### src/hw/usr_pkg.sv
package usr_pkg;
  localparam int unsigned STAGES      = 4;
  localparam int unsigned FIFO_DEPTH  = 4;
  localparam int unsigned PTR_W       = 2;
  localparam int unsigned CNT_W       = 3;
  localparam logic [3:0]  STAGE_RST   = 4'h0;
  localparam logic        COMP_RST    = 1'h1;
  localparam logic [1:0]  SYNC_RST    = 2'h0;
  localparam logic [1:0]  SYNC_HI_RST = 2'h3;

  typedef logic [STAGES-1:0] usr_word_t;

  // Right shift; first stage is a JK flip-flop with K inverted
  function automatic usr_word_t usr_shift_next(input usr_word_t cur,
                                               input logic      j,
                                               input logic      k_n);
    logic first;
    first = cur[0] ? k_n : j;
    return {cur[STAGES-2:0], first};
  endfunction : usr_shift_next
endpackage : usr_pkg

### src/hw/usr_stream_if.sv
`timescale 1ns/1ps
interface usr_stream_if #(parameter int unsigned WIDTH = 4);
  logic             valid;
  logic             ready;
  logic [WIDTH-1:0] data;
  modport src (output valid, output data, input ready);
  modport snk (input valid, input data, output ready);
endinterface : usr_stream_if

### src/hw/usr_shift_reg.sv
`timescale 1ns/1ps
// Function
// Four stages change only on rising clock edge, except during master clear.
// Parallel load enable low at edge loads the four parallel inputs. Code acts on pins synchronised two edges late, and not while stalled.
// Parallel load enable high at edge shifts right; first stage from J, K_n. Code acts on pins synchronised two edges late, and not while stalled.
// Outside logic ties J and K_n together for D-type serial entry.
// Active-low master clear empties all stages at once, overriding everything.
// Each stage has a true output; last stage also has an inverted output.
// First stage: J when holding 0, K_n when holding 1; others take predecessor.
module usr_shift_reg (
  input  wire logic                   clock_i,
  input  wire logic                   srst_i,
  input  wire logic                   master_clear_n_i,
  input  wire logic                   parallel_load_enable_n_i,
  input  wire logic [usr_pkg::STAGES-1:0] parallel_data_in_i,
  input  wire logic                   j_i,
  input  wire logic                   k_n_i,
  output logic      [usr_pkg::STAGES-1:0] stage_out_o,
  output logic                        last_stage_out_n_o,
  output logic                        step_stall_o,
  output logic      [usr_pkg::STAGES-1:0] snap_data_o,
  output logic                        snap_valid_o,
  input  wire logic                   snap_ready_i
);
  import usr_pkg::*;

  // Pin synchronisers; only stage two is read
  logic [1:0]        ple_sync_ff, nxt_ple_sync;
  logic [1:0]        j_sync_ff, nxt_j_sync;
  logic [1:0]        kn_sync_ff, nxt_kn_sync;
  logic [1:0]        clr_sync_ff, nxt_clr_sync;
  usr_word_t         pd_meta_ff, pd_sync_ff, nxt_pd_meta, nxt_pd_sync;
  usr_word_t         stage_ff, nxt_stage;
  logic              comp_ff, nxt_comp;
  logic              ple_s, j_s, kn_s, clr_idle_s, step;

  usr_stream_if #(.WIDTH(STAGES)) push_if ();
  usr_stream_if #(.WIDTH(STAGES)) pop_if ();

  assign ple_s      = ple_sync_ff[1];
  assign j_s        = j_sync_ff[1];
  assign kn_s       = kn_sync_ff[1];
  assign clr_idle_s = clr_sync_ff[1];

  always_comb begin
    nxt_ple_sync = {ple_sync_ff[0], parallel_load_enable_n_i};
    nxt_j_sync   = {j_sync_ff[0], j_i};
    nxt_kn_sync  = {kn_sync_ff[0], k_n_i};
    nxt_clr_sync = {clr_sync_ff[0], master_clear_n_i};
    nxt_pd_meta  = parallel_data_in_i;
    nxt_pd_sync  = pd_meta_ff;
  end

  always_ff @(posedge clock_i) begin
    if (srst_i) begin
      ple_sync_ff <= SYNC_HI_RST;
      j_sync_ff   <= SYNC_RST;
      kn_sync_ff  <= SYNC_RST;
      clr_sync_ff <= SYNC_RST;
      pd_meta_ff  <= STAGE_RST;
      pd_sync_ff  <= STAGE_RST;
    end else begin
      ple_sync_ff <= nxt_ple_sync;
      j_sync_ff   <= nxt_j_sync;
      kn_sync_ff  <= nxt_kn_sync;
      clr_sync_ff <= nxt_clr_sync;
      pd_meta_ff  <= nxt_pd_meta;
      pd_sync_ff  <= nxt_pd_sync;
    end
  end

  // Register only advances while the snapshot FIFO has room; no state is lost
  assign step         = push_if.ready;
  assign step_stall_o = !push_if.ready;

  always_comb begin
    nxt_stage = stage_ff;
    if (step) begin
      if (!ple_s) begin
        nxt_stage = pd_sync_ff;
      end else begin
        nxt_stage = usr_shift_next(stage_ff, j_s, kn_s); // see
      end
    end
    nxt_comp = ~nxt_stage[STAGES-1];
  end

  // Clear acts without the clock and beats srst and every pin
  // Release is not synchronised; keep it away from rising clock edges
  always_ff @(posedge clock_i or negedge master_clear_n_i) begin
    if (!master_clear_n_i) begin
      stage_ff <= STAGE_RST;
      comp_ff  <= COMP_RST;
    end else if (srst_i) begin
      stage_ff <= STAGE_RST;
      comp_ff  <= COMP_RST;
    end else begin
      stage_ff <= nxt_stage;
      comp_ff  <= nxt_comp;
    end
  end

  // Outputs straight from flops, so they never glitch
  assign stage_out_o        = stage_ff;
  assign last_stage_out_n_o = comp_ff;

  // Every step pushes the new contents; held off while clear is seen
  assign push_if.valid = clr_idle_s;
  assign push_if.data  = nxt_stage;

  // Four words absorb short consumer pauses; longer ones stall the stages
  usr_fifo #(.WIDTH(STAGES), .DEPTH(FIFO_DEPTH)) u_fifo (
    .clock_i (clock_i),
    .srst_i  (srst_i),
    .wr      (push_if),
    .rd      (pop_if)
  );

  assign snap_data_o  = pop_if.data;
  assign snap_valid_o = pop_if.valid;
  assign pop_if.ready = snap_ready_i;
endmodule : usr_shift_reg

### src/hw/usr_fifo.sv
`timescale 1ns/1ps
module usr_fifo #(
  parameter int unsigned WIDTH = 4,
  parameter int unsigned DEPTH = 4
) (
  input  wire logic clock_i,
  input  wire logic srst_i,
  usr_stream_if.snk wr,
  usr_stream_if.src rd
);
  import usr_pkg::*;

  logic [WIDTH-1:0] mem_ff [DEPTH];
  logic [WIDTH-1:0] nxt_mem [DEPTH];
  logic [PTR_W-1:0] wptr_ff, rptr_ff, nxt_wptr, nxt_rptr;
  logic [CNT_W-1:0] cnt_ff, nxt_cnt;
  logic             push, pop;

  assign wr.ready = (cnt_ff != CNT_W'(DEPTH));
  assign rd.valid = (cnt_ff != '0);
  assign rd.data  = mem_ff[rptr_ff];
  assign push     = wr.valid && wr.ready;
  assign pop      = rd.valid && rd.ready;

  always_comb begin
    nxt_mem  = mem_ff;
    nxt_wptr = wptr_ff;
    nxt_rptr = rptr_ff;
    nxt_cnt  = cnt_ff;
    if (push) begin
      nxt_mem[wptr_ff] = wr.data;
      nxt_wptr         = wptr_ff + PTR_W'(1);
    end
    if (pop) begin
      nxt_rptr = rptr_ff + PTR_W'(1);
    end
    if (push && !pop) begin
      nxt_cnt = cnt_ff + CNT_W'(1);
    end else if (pop && !push) begin
      nxt_cnt = cnt_ff - CNT_W'(1);
    end
  end

  always_ff @(posedge clock_i) begin
    mem_ff <= nxt_mem;
    if (srst_i) begin
      wptr_ff <= '0;
      rptr_ff <= '0;
      cnt_ff  <= '0;
    end else begin
      wptr_ff <= nxt_wptr;
      rptr_ff <= nxt_rptr;
      cnt_ff  <= nxt_cnt;
    end
  end
endmodule : usr_fifo

### config.mk
export PLATFORM = sky130hd
export DESIGN_NAME = usr_shift_reg
export DESIGN_NICKNAME = d
export VERILOG_FILES = /design/src/hw/usr_pkg.sv /design/src/hw/usr_stream_if.sv /design/src/hw/usr_shift_reg.sv /design/src/hw/usr_fifo.sv
export SDC_FILE = /design/constraint.sdc
export NUM_CORES = 1
export LEC_CHECK = 0
export BUFFER_PORTS_ARGS = -buffer_cell sky130_fd_sc_hd__clkbuf_2
export CAP_MARGIN = 20
export CORE_UTILIZATION = 45
export DETAILED_ROUTE_END_ITERATION = 10
export PLACE_DENSITY = 0.64
export SKIP_CTS_REPAIR_TIMING = 1
export SLEW_MARGIN = 20
export SYNTH_ARGS = -nofsm -noshare
export SYNTH_HDL_FRONTEND = slang
export SYNTH_SLANG_ARGS = --single-unit
### constraint.sdc
create_clock -name clock_i -period 3.9 [get_ports clock_i]
set_clock_uncertainty 0.05 [all_clocks]
set_input_delay 0.195 -clock clock_i [delete_from_list [all_inputs] [get_ports clock_i]]
set_output_delay 0.195 -clock clock_i [all_outputs]
set_load 0.005 [all_outputs]
==> results of run 1 <==
==> final cells by class <==
class | instances | share of cell area
Sequential cell | 44 | 0.547
Tap cell | 48 | 0.0308
Inverter | 6 | 0.0141
Clock buffer | 6 | 0.0372
Timing Repair Buffer | 22 | 0.0590
Multi-Input combinational cell | 70 | 0.305
Clock inverter | 2 | 0.00642
==> metrics by stage <==
| step | setup slack, ns | hold slack (ns) |
|---|---|---|
| global route | 0.998 | 0.0254 |
| floorplan | 1.69 | -0.151 |
| global placement | 1.30 | -0.0215 |
| finish | 1.18 | 0.0389 |
| detailed placement | 1.18 | -0.0185 |
| CTS | 1.15 | -0.348 |
==> sequential cells by signal, indices dropped and copies added, names as in the netlist, 3 cells and up <==
| signal | count |
|---|---|
| nxt_pd_sync | 4 |
| u_fifo.cnt_ff | 3 |
| stage_out_o | 4 |
| pd_sync_ff | 4 |
| u_fifo.mem_ff | 16 |
==> critical path: stages, from the launching register on <==
cell	delay (ns)
dfxtp_1	0.44
or3b_1	0.55
and2_4	0.25
ha_1	0.17
inv_1	0.06
fa_1	0.37
xor2_1	0.18
or3_2	0.41
a21oi_1	0.15
==> routing by layer <==
metal | wire length [um] | vias to the layer above | track usage
met5 | 0 | - | 0
met4 | 46 | 0 | 0.0667
met3 | 105 | 5 | 0.0518
met2 | 1320 | 18 | 0.235
met1 | 1140 | 467 | 0.166
li1 | - | 485 | -
==> worst min path at each step <==
stage,slack (ns),cells past startpoint,startpoint,end
6_report,0.04,2,parallel_load_enable_n_i,ple_sync_ff[0]
5_1_grt,0.03,2,parallel_load_enable_n_i,ple_sync_ff[0]
4_1_cts,-0.35,1,master_clear_n_i,stage_out_o[3]
3_5_place_dp,-0.02,1,master_clear_n_i,stage_out_o[0]
3_3_place_gp,-0.02,1,master_clear_n_i,stage_out_o[1]
2_1_floorplan,-0.15,0,master_clear_n_i,stage_out_o[0]
==> logic make-up after synthesis <==
logic type      Yosys count  share of synthesized area
flops                    44                      0.615
simple gates             36                      0.125
compound gates           15                     0.0656
buf+inv                  13                     0.0425
mux                       9                     0.0836
fa+ha+maj                 6                     0.0476
xor+xnor                  4                     0.0202
==> Yosys cell counts <==
| master | count |
|---|---|
| dfxtp_1 | 23 |
| edfxtp_1 | 16 |
| nor2b_1 | 15 |
| nor2_1 | 7 |
| a21oi_1 | 5 |
| ha_1 | 5 |
| inv_1 | 5 |
| and3_1 | 4 |
| dfrtp_1 | 4 |
| mux4_2 | 4 |
| xor2_1 | 4 |
| clkbuf_1 | 3 |
| mux2i_1 | 3 |
| a211oi_2 | 2 |
| buf_6 | 2 |
| or2_2 | 2 |
| or3_2 | 2 |
| a21o_2 | 1 |
| a31oi_1 | 1 |
| and2_4 | 1 |
| buf_2 | 1 |
| buf_4 | 1 |
| clkinv_4 | 1 |
| dfstp_2 | 1 |
| fa_1 | 1 |
| mux2_2 | 1 |
| mux2i_2 | 1 |
| nand3_1 | 1 |
| nand4b_1 | 1 |
| o21ai_0 | 1 |
| o22ai_1 | 1 |
| o311ai_0 | 1 |
| o31ai_1 | 1 |
| o31ai_2 | 1 |
| o32ai_1 | 1 |
| or2_1 | 1 |
| or2b_1 | 1 |
| or3b_1 | 1 |
==> power by group <==
group | switching, mW | internal (mW)
logic | 0.140 | 0.145
registers | 0.0530 | 0.541
clock network | 0.143 | 0.125
total | 0.337 | 0.812
==> cell usage in the layout, fill, tap and decap left out, types with 2 or more instances in the layout <==
| master | instances |
|---|---|
| and3_1 | 4 |
| mux4_2 | 4 |
| nor2_1 | 7 |
| clkbuf_8 | 5 |
| dfrtp_1 | 4 |
| nor2b_1 | 15 |
| a21oi_1 | 5 |
| mux2i_1 | 3 |
| a211oi_2 | 2 |
| inv_1 | 5 |
| edfxtp_1 | 16 |
| or2_2 | 2 |
| or3_2 | 2 |
| xor2_1 | 4 |
| clkbuf_2 | 21 |
| dfxtp_1 | 23 |
| ha_1 | 5 |
==> impl_metrics.env, run 1 <==
export IMPL_start_util=0.470
export IMPL_dpl_cell_area_mm2=0.00185
export IMPL_wl_per_cell_um=13.2
export IMPL_grt_pass1_wl_um=4280
export IMPL_clock_sinks=44
export IMPL_synth_top_area_frac=0.277
export IMPL_startpoint="u_fifo.cnt_ff[0]"
export IMPL_die_w_um=64.1
export IMPL_die_area_mm2=0.00411
export IMPL_grt_total_usage=0.143
export IMPL_io_buffers=21
export IMPL_final_area_mm2=0.00195
export IMPL_finalCoreUtilization=0.528
export IMPL_setup_viol=0
export IMPL_p_leak_nw=0.803
export IMPL_reg2reg_depth=8
export IMPL_multi_input_area_um2=594
export IMPL_finalCritPeriodShare=0.698
export IMPL_ctsLongestPathBuffers=2
export IMPL_antenna_found_initial=0
export IMPL_r2r_slack_ns=1.18
export IMPL_finalWorstPathRequiredPeriod_ns=2.72
export IMPL_clock_latency_ns=0.29
export IMPL_peakVddDrop_mv=0.303
export IMPL_grt_setup_unrepaired="no"
export IMPL_yosys_warnings=0
export IMPL_post_route_drc_count=0
export IMPL_maxCapViolCount=0
export IMPL_worst_pin_slew_ns=0.612
export IMPL_cts_max_level=2
export IMPL_crit_fanout=17
export IMPL_dp_hpwl_um=1870
export IMPL_drtIter0Drc=25
export IMPL_end_kind="register"
export IMPL_rr_endpoint="u_fifo.cnt_ff[2]"
export IMPL_netlist_area_mm2=0.00174
export IMPL_antenna_left=0
export IMPL_crit_end="u_fifo.cnt_ff[2]"
export IMPL_viasPerCell=4.92
export IMPL_ys_seq_area_frac=0.615
export IMPL_wl_um=2610
export IMPL_finalHoldViolations=0
export IMPL_diodes=0
export IMPL_syn_avg_cell_area_um2=13.7
export IMPL_seqCellArea_mm2=0.00107
export IMPL_row_count=22
export IMPL_synth_area_leaders="edfxtp_1 (28%), dfxtp_1 (27%), dfrtp_1 (5.8%), nor2b_1 (5.4%), mux4_2 (5.2%)"
export IMPL_regToRegStartpoint="u_fifo.cnt_ff[0]"
export IMPL_slew_viol_final=0
export IMPL_clockRootBuffer="clkbuf_8"
export IMPL_slew_headroom=0.592
export IMPL_ioPinCount=22
export IMPL_cellPowerDensity_mw_per_mm2=589
export IMPL_numCtsBuffers=5
export IMPL_path_clk_slew_ns=0.08
export IMPL_timing_worst_setup_path_type="reg -> reg"
export IMPL_synth_cells=127
export IMPL_synth_cell_types=38
export IMPL_nFillCells=350
export IMPL_vias=975
export IMPL_drt_first_pass_iters=2
export IMPL_critPathLaunchType="register"
export IMPL_crit_arrival_ns=2.89
export IMPL_synth_area_leader_cell="edfxtp_1"
export IMPL_drive_above_1_share=0.300
export IMPL_cts_tree="done"
export IMPL_ys_ff_latch=44
export IMPL_final_cells=198
export IMPL_die_y_um=64.1
export IMPL_worstHoldPathType="in -> reg"
export IMPL_tns_ns=0
export IMPL_outcome="finished clean"
export IMPL_grt_overflow=0
export IMPL_dp_cells=189
export IMPL_nets=166
export IMPL_synthToLayoutAreaGrowth_pct=12.3
export IMPL_synth_nets=144
export IMPL_grt_max_degree=31
export IMPL_crit_required_ns=4.06
export IMPL_gp_congestion=0.753
export IMPL_max_freq_ghz=0.367
export IMPL_grt_pass1_vias=949
export IMPL_core_area_mm2=0.00369
export IMPL_power_total_mw=1.15
No activity file was read; power rests on OpenSTA's default activity.
==> run 2: changes to the inputs <==
==> constraint.sdc (replaced) <==
create_clock -name clock_i -period 2.55 [get_ports clock_i]
set_clock_uncertainty 0.05 [all_clocks]
set_input_delay 0.1275 -clock clock_i [delete_from_list [all_inputs] [get_ports clock_i]]
set_output_delay 0.1275 -clock clock_i [all_outputs]
set_load 0.005 [all_outputs]
==> impl_metrics.env, run 2 (synthesis results as in run 1) <==
export IMPL_crit_arrival_ns=2.46
export IMPL_die_w_um=64.1
export IMPL_dp_hpwl_um=1820
export IMPL_finalCritPeriodShare=0.901
export IMPL_clockRootBuffer="clkbuf_8"
export IMPL_outcome="finished with violations"
export IMPL_worst_pin_slew_ns=0.588
export IMPL_cts_tree="done"
export IMPL_final_cell_mix="dfxtp_1 (23), clkbuf_2 (21), edfxtp_1 (16)"
export IMPL_cts_max_level=2
export IMPL_slew_viol_final=0
export IMPL_path_clk_slew_ns=0.08
export IMPL_die_area_mm2=0.00411
export IMPL_layout_commonest_cell="dfxtp_1"
export IMPL_viasPerCell=4.72
export IMPL_p_leak_nw=0.839
export IMPL_seqCellArea_mm2=0.00107
export IMPL_maxCapViolCount=0
export IMPL_violations="hold timing"
export IMPL_drt_first_pass_iters=3
export IMPL_clock_sinks=44
export IMPL_grt_overflow=0
export IMPL_largest_register_ffs=16
export IMPL_timing_worst_setup_path_type="reg -> reg"
export IMPL_row_count=22
export IMPL_post_route_drc_count=0
export IMPL_finalHoldViolations=1
export IMPL_antenna_found_initial=0
export IMPL_core_area_mm2=0.00369
export IMPL_start_util=0.470
export IMPL_peakVddDrop_mv=0.414
export IMPL_grt_pass1_vias=926
export IMPL_critPathLaunchType="register"
export IMPL_crit_family="adder cells"
export IMPL_io_buffers=21
export IMPL_grt_total_usage=0.144
export IMPL_synthToLayoutAreaGrowth_pct=16.6
export IMPL_grt_pass1_wl_um=4240
export IMPL_setup_viol=0
export IMPL_nets=171
export IMPL_crit_fanout=6
export IMPL_wl_per_cell_um=12.6
export IMPL_slew_headroom=0.608
export IMPL_critPathBufInv=1
export IMPL_end_kind="register"
export IMPL_drive_above_1_share=0.297
export IMPL_grt_setup_unrepaired="no"
export IMPL_multi_input_area_um2=594
export IMPL_gp_congestion=0.722
export IMPL_numCtsBuffers=5
export IMPL_critPathMaxStageDelay_ns=0.40
export IMPL_nFillCells=320
export IMPL_finalWorstPathRequiredPeriod_ns=2.30
export IMPL_crit_required_ns=2.72
export IMPL_ioPinCount=22
export IMPL_vias=958
export IMPL_crit_slowest_cell="or3_2"
export IMPL_crit_chain="o31ai_1, ha_1, inv_1, fa_1, xor2_1, or3_2, a21oi_1"
export IMPL_tns_ns=0
export IMPL_max_freq_ghz=0.435
export IMPL_drtIter0Drc=34
export IMPL_die_y_um=64.1
export IMPL_diodes=0
export IMPL_clock_latency_ns=0.29
export IMPL_finalCoreUtilization=0.549
export IMPL_wl_um=2570
export IMPL_timing_hold_ws_ns=-0.0101
export IMPL_antenna_left=0
export IMPL_largest_register="u_fifo.mem_ff"
export IMPL_ctsLongestPathBuffers=2
export IMPL_worstHoldPathType="in -> reg"
export IMPL_cellPowerDensity_mw_per_mm2=927
export IMPL_grt_max_degree=31
[run 2: cell types whose count changed in the layout (fill, tap and decap cells not counted)]
cell           delta
clkinv_4          +1
clkinvlp_4        -1
dlygate4sd3_1     +4
clkinv_1          +1
clkinv_2          -1
buf_4             +1
bufinv_16         +1
clkbuf_1          -1
[run 2: path summary, 6_finish.rpt]
kind,startpoint,to,slack [ns],cells after the start
worst min-delay path,parallel_data_in_i[0],nxt_pd_sync[0],-0.01,2
worst max-delay path,u_fifo.cnt_ff[0],u_fifo.cnt_ff[2],0.25,7
max in group asynchronous,master_clear_n_i,last_stage_out_n_o,2.08,2
min in group asynchronous,master_clear_n_i,stage_out_o[0],0.14,2
worst min register to register,ple_sync_ff[0],ple_sync_ff[1],0.37,1
worst max register to register,u_fifo.cnt_ff[0],u_fifo.cnt_ff[2],0.25,7
[run 2: routing by layer]
| metal | vias to the layer above | wire [um] | track usage |
|---|---|---|---|
| li1 | 498 | - | - |
| met4 | 0 | 59 | 0.0917 |
| met5 | - | 0 | 0 |
| met3 | 7 | 96 | 0.0411 |
| met1 | 433 | 1160 | 0.157 |
| met2 | 20 | 1250 | 0.243 |
[run 2: per-stage QoR]
step	area [um2]	worst slack, ns	std cells	total power, mW
floorplan	1740	0.339	127	1.26
global route	2020	0.0462	203	1.99
global placement	1860	0.346	190	1.36
detailed placement	1860	0.251	190	1.38
finish	2020	0.252	203	1.88
CTS	1970	0.230	198	1.89
[run 2: final cells by class]
cell class                 instances  share of cell area
sequential                        44               0.528
multi-input combinational         70               0.294
timing repair buffer              27              0.0804
clock buffer                       5              0.0340
tap                               48              0.0297
clock inverter                     3              0.0210
inverter                           6              0.0136
[run 2: power breakdown]
group	total (mW)	internal [mW]	switching, mW
sequential	0.909	0.828	0.0811
clock	0.518	0.290	0.228
combinational	0.449	0.234	0.214
total	1.88	1.35	0.524
==> run 3: changes to the inputs <==
--- a/config.mk
+++ b/config.mk
@@ -7,9 +7,11 @@
 export LEC_CHECK = 0
 export BUFFER_PORTS_ARGS = -buffer_cell sky130_fd_sc_hd__clkbuf_2
 export CAP_MARGIN = 20
+export CELL_PAD_IN_SITES_DETAIL_PLACEMENT = 1
+export CELL_PAD_IN_SITES_GLOBAL_PLACEMENT = 1
 export CORE_UTILIZATION = 45
 export DETAILED_ROUTE_END_ITERATION = 10
-export PLACE_DENSITY = 0.64
+export PLACE_DENSITY = 0.75
 export SKIP_CTS_REPAIR_TIMING = 1
 export SLEW_MARGIN = 20
 export SYNTH_ARGS = -nofsm -noshare
==> impl_metrics.env, run 3 (synthesis results as in run 1) <==
export IMPL_grt_pass1_vias=1049
export IMPL_p_leak_nw=0.834
export IMPL_maxCapViolCount=0
export IMPL_grt_max_degree=31
export IMPL_worstHoldPathType="in -> reg"
export IMPL_timing_hold_ws_ns=-0.0113
export IMPL_clock_sinks=44
export IMPL_post_route_drc_count=0
export IMPL_core_area_mm2=0.00369
export IMPL_nFillCells=388
export IMPL_end_kind="register"
export IMPL_diodes=0
export IMPL_viasPerCell=4.93
export IMPL_dp_slack_ns=0.208
export IMPL_reg2reg_depth=7
export IMPL_min_to="j_sync_ff[0]"
export IMPL_grt_total_usage=0.175
export IMPL_clock_latency_ns=0.30
export IMPL_crit_required_ns=2.72
export IMPL_r2r_slack_ns=0.20
export IMPL_finalCritPeriodShare=0.922
export IMPL_drtIter0Drc=16
export IMPL_power_total_mw=1.89
export IMPL_wl_um=3070
export IMPL_slew_viol_final=0
export IMPL_cellPowerDensity_mw_per_mm2=942
export IMPL_antenna_left=0
export IMPL_slew_headroom=0.620
export IMPL_grt_overflow=0
export IMPL_wl_per_cell_um=15.2
export IMPL_regToRegStartpoint="u_fifo.cnt_ff[0]"
export IMPL_min_delay_start="j_i"
export IMPL_setup_viol=0
export IMPL_antenna_found_initial=0
export IMPL_crit_arrival_ns=2.52
export IMPL_path_clk_slew_ns=0.08
export IMPL_vias=996
export IMPL_finalHoldViolations=2
export IMPL_synthToLayoutAreaGrowth_pct=15.8
export IMPL_die_y_um=64.1
export IMPL_drive_above_1_share=0.299
export IMPL_drt_first_pass_iters=4
export IMPL_hold_depth=2
export IMPL_die_area_mm2=0.00411
export IMPL_largest_register="u_fifo.mem_ff"
export IMPL_top_usage_layer="met2"
export IMPL_met2_usage=0.305
export IMPL_peakVddDrop_mv=0.545
export IMPL_ctsLongestPathBuffers=2
export IMPL_grt_pass1_wl_um=5130
export IMPL_crit_fanout=6
export IMPL_critPathLaunchType="register"
export IMPL_rr_endpoint="u_fifo.cnt_ff[2]"
export IMPL_layout_commonest_cell="dfxtp_1"
export IMPL_fin_ws_ns=0.200
export IMPL_timing_worst_setup_path_type="reg -> reg"
export IMPL_max_freq_ghz=0.426
export IMPL_ioPinCount=22
export IMPL_outcome="finished with violations"
export IMPL_clockRootBuffer="clkbuf_8"
export IMPL_cts_max_level=2
export IMPL_gp_congestion=0.752
export IMPL_dp_hpwl_um=2260
export IMPL_met3_usage=0.0589
export IMPL_violations="hold timing"
export IMPL_worst_pin_slew_ns=0.569
export IMPL_io_buffers=21
export IMPL_grt_setup_unrepaired="no"
export IMPL_row_count=22
export IMPL_finalWorstPathRequiredPeriod_ns=2.35
export IMPL_final_cell_mix="dfxtp_1 (23), clkbuf_2 (21), edfxtp_1 (16)"
export IMPL_start_util=0.470
export IMPL_die_w_um=64.1
export IMPL_nets=170
export IMPL_largest_register_ffs=16
export IMPL_met1_usage=0.195
export IMPL_tns_ns=0
export IMPL_numCtsBuffers=5
export IMPL_cts_tree="done"
[run 3: cell count changes in the layout (fill, tap and decap cells not counted), sizes merged]
| cell | before | now |
|---|---|---|
| clkbuf | 26 | 27 |
| clkinv | 3 | 2 |
| dlygate4sd3 | 5 | 4 |
[run 3: worst max-delay path, cell delays in order, from the launching register on]
cell     delay [ns]
dfxtp_1        0.38
o31ai_1        0.40
ha_1           0.26
inv_1          0.07
fa_1           0.38
xor2_1         0.18
or3_2          0.42
a21oi_1        0.15
[run 3: final cells by class]
type	count	area (um2)	share of cell area
clock buffers	6	72.6	0.0361
clock inverters	2	35.0	0.0174
inverters	6	27.5	0.0137
multi-input cells	70	594	0.296
flip-flops and latches	44	1070	0.531
well taps	48	60.1	0.0299
repair buffers	26	153	0.0760
[run 3: metal layers]
metal / wire length (um) / vias up / part of all wire
met5: 0 / - / 0
met4: 37 / 0 / 0.012
met3: 102 / 5 / 0.033
met2: 1670 / 19 / 0.54
met1: 1270 / 479 / 0.41
li1: - / 493 / -
[run 3: per-stage QoR]
| stage | hold WS, ns | std cells | instance area (um2) | utilization |
|---|---|---|---|---|
| global placement | -0.0893 | 190 | 1860 | 0.505 |
| global route | 0.00407 | 202 | 2010 | 0.545 |
| CTS | -0.423 | 198 | 1970 | 0.534 |
| finish | -0.0113 | 202 | 2010 | 0.545 |
| floorplan | -0.218 | 127 | 1740 | - |
| detailed placement | -0.0854 | 190 | 1860 | 0.505 |
[run 3: power breakdown]
group          switching [mW]  internal (mW)
logic                   0.226          0.234
clock network           0.227          0.291
registers              0.0870          0.828
[run 3: worst max path at each step]
stage / startpoint / cells after the start / endpoint / slack, ns
floorplan: u_fifo.cnt_ff[0] / 9 / u_fifo.cnt_ff[2] / 0.34
global placement: u_fifo.cnt_ff[0] / 7 / u_fifo.cnt_ff[2] / 0.35
detailed placement: u_fifo.cnt_ff[0] / 7 / u_fifo.cnt_ff[2] / 0.21
CTS: u_fifo.cnt_ff[0] / 7 / u_fifo.cnt_ff[2] / 0.18
global route: u_fifo.cnt_ff[0] / 7 / u_fifo.cnt_ff[2] / 0.04
finish: u_fifo.cnt_ff[0] / 7 / u_fifo.cnt_ff[2] / 0.20
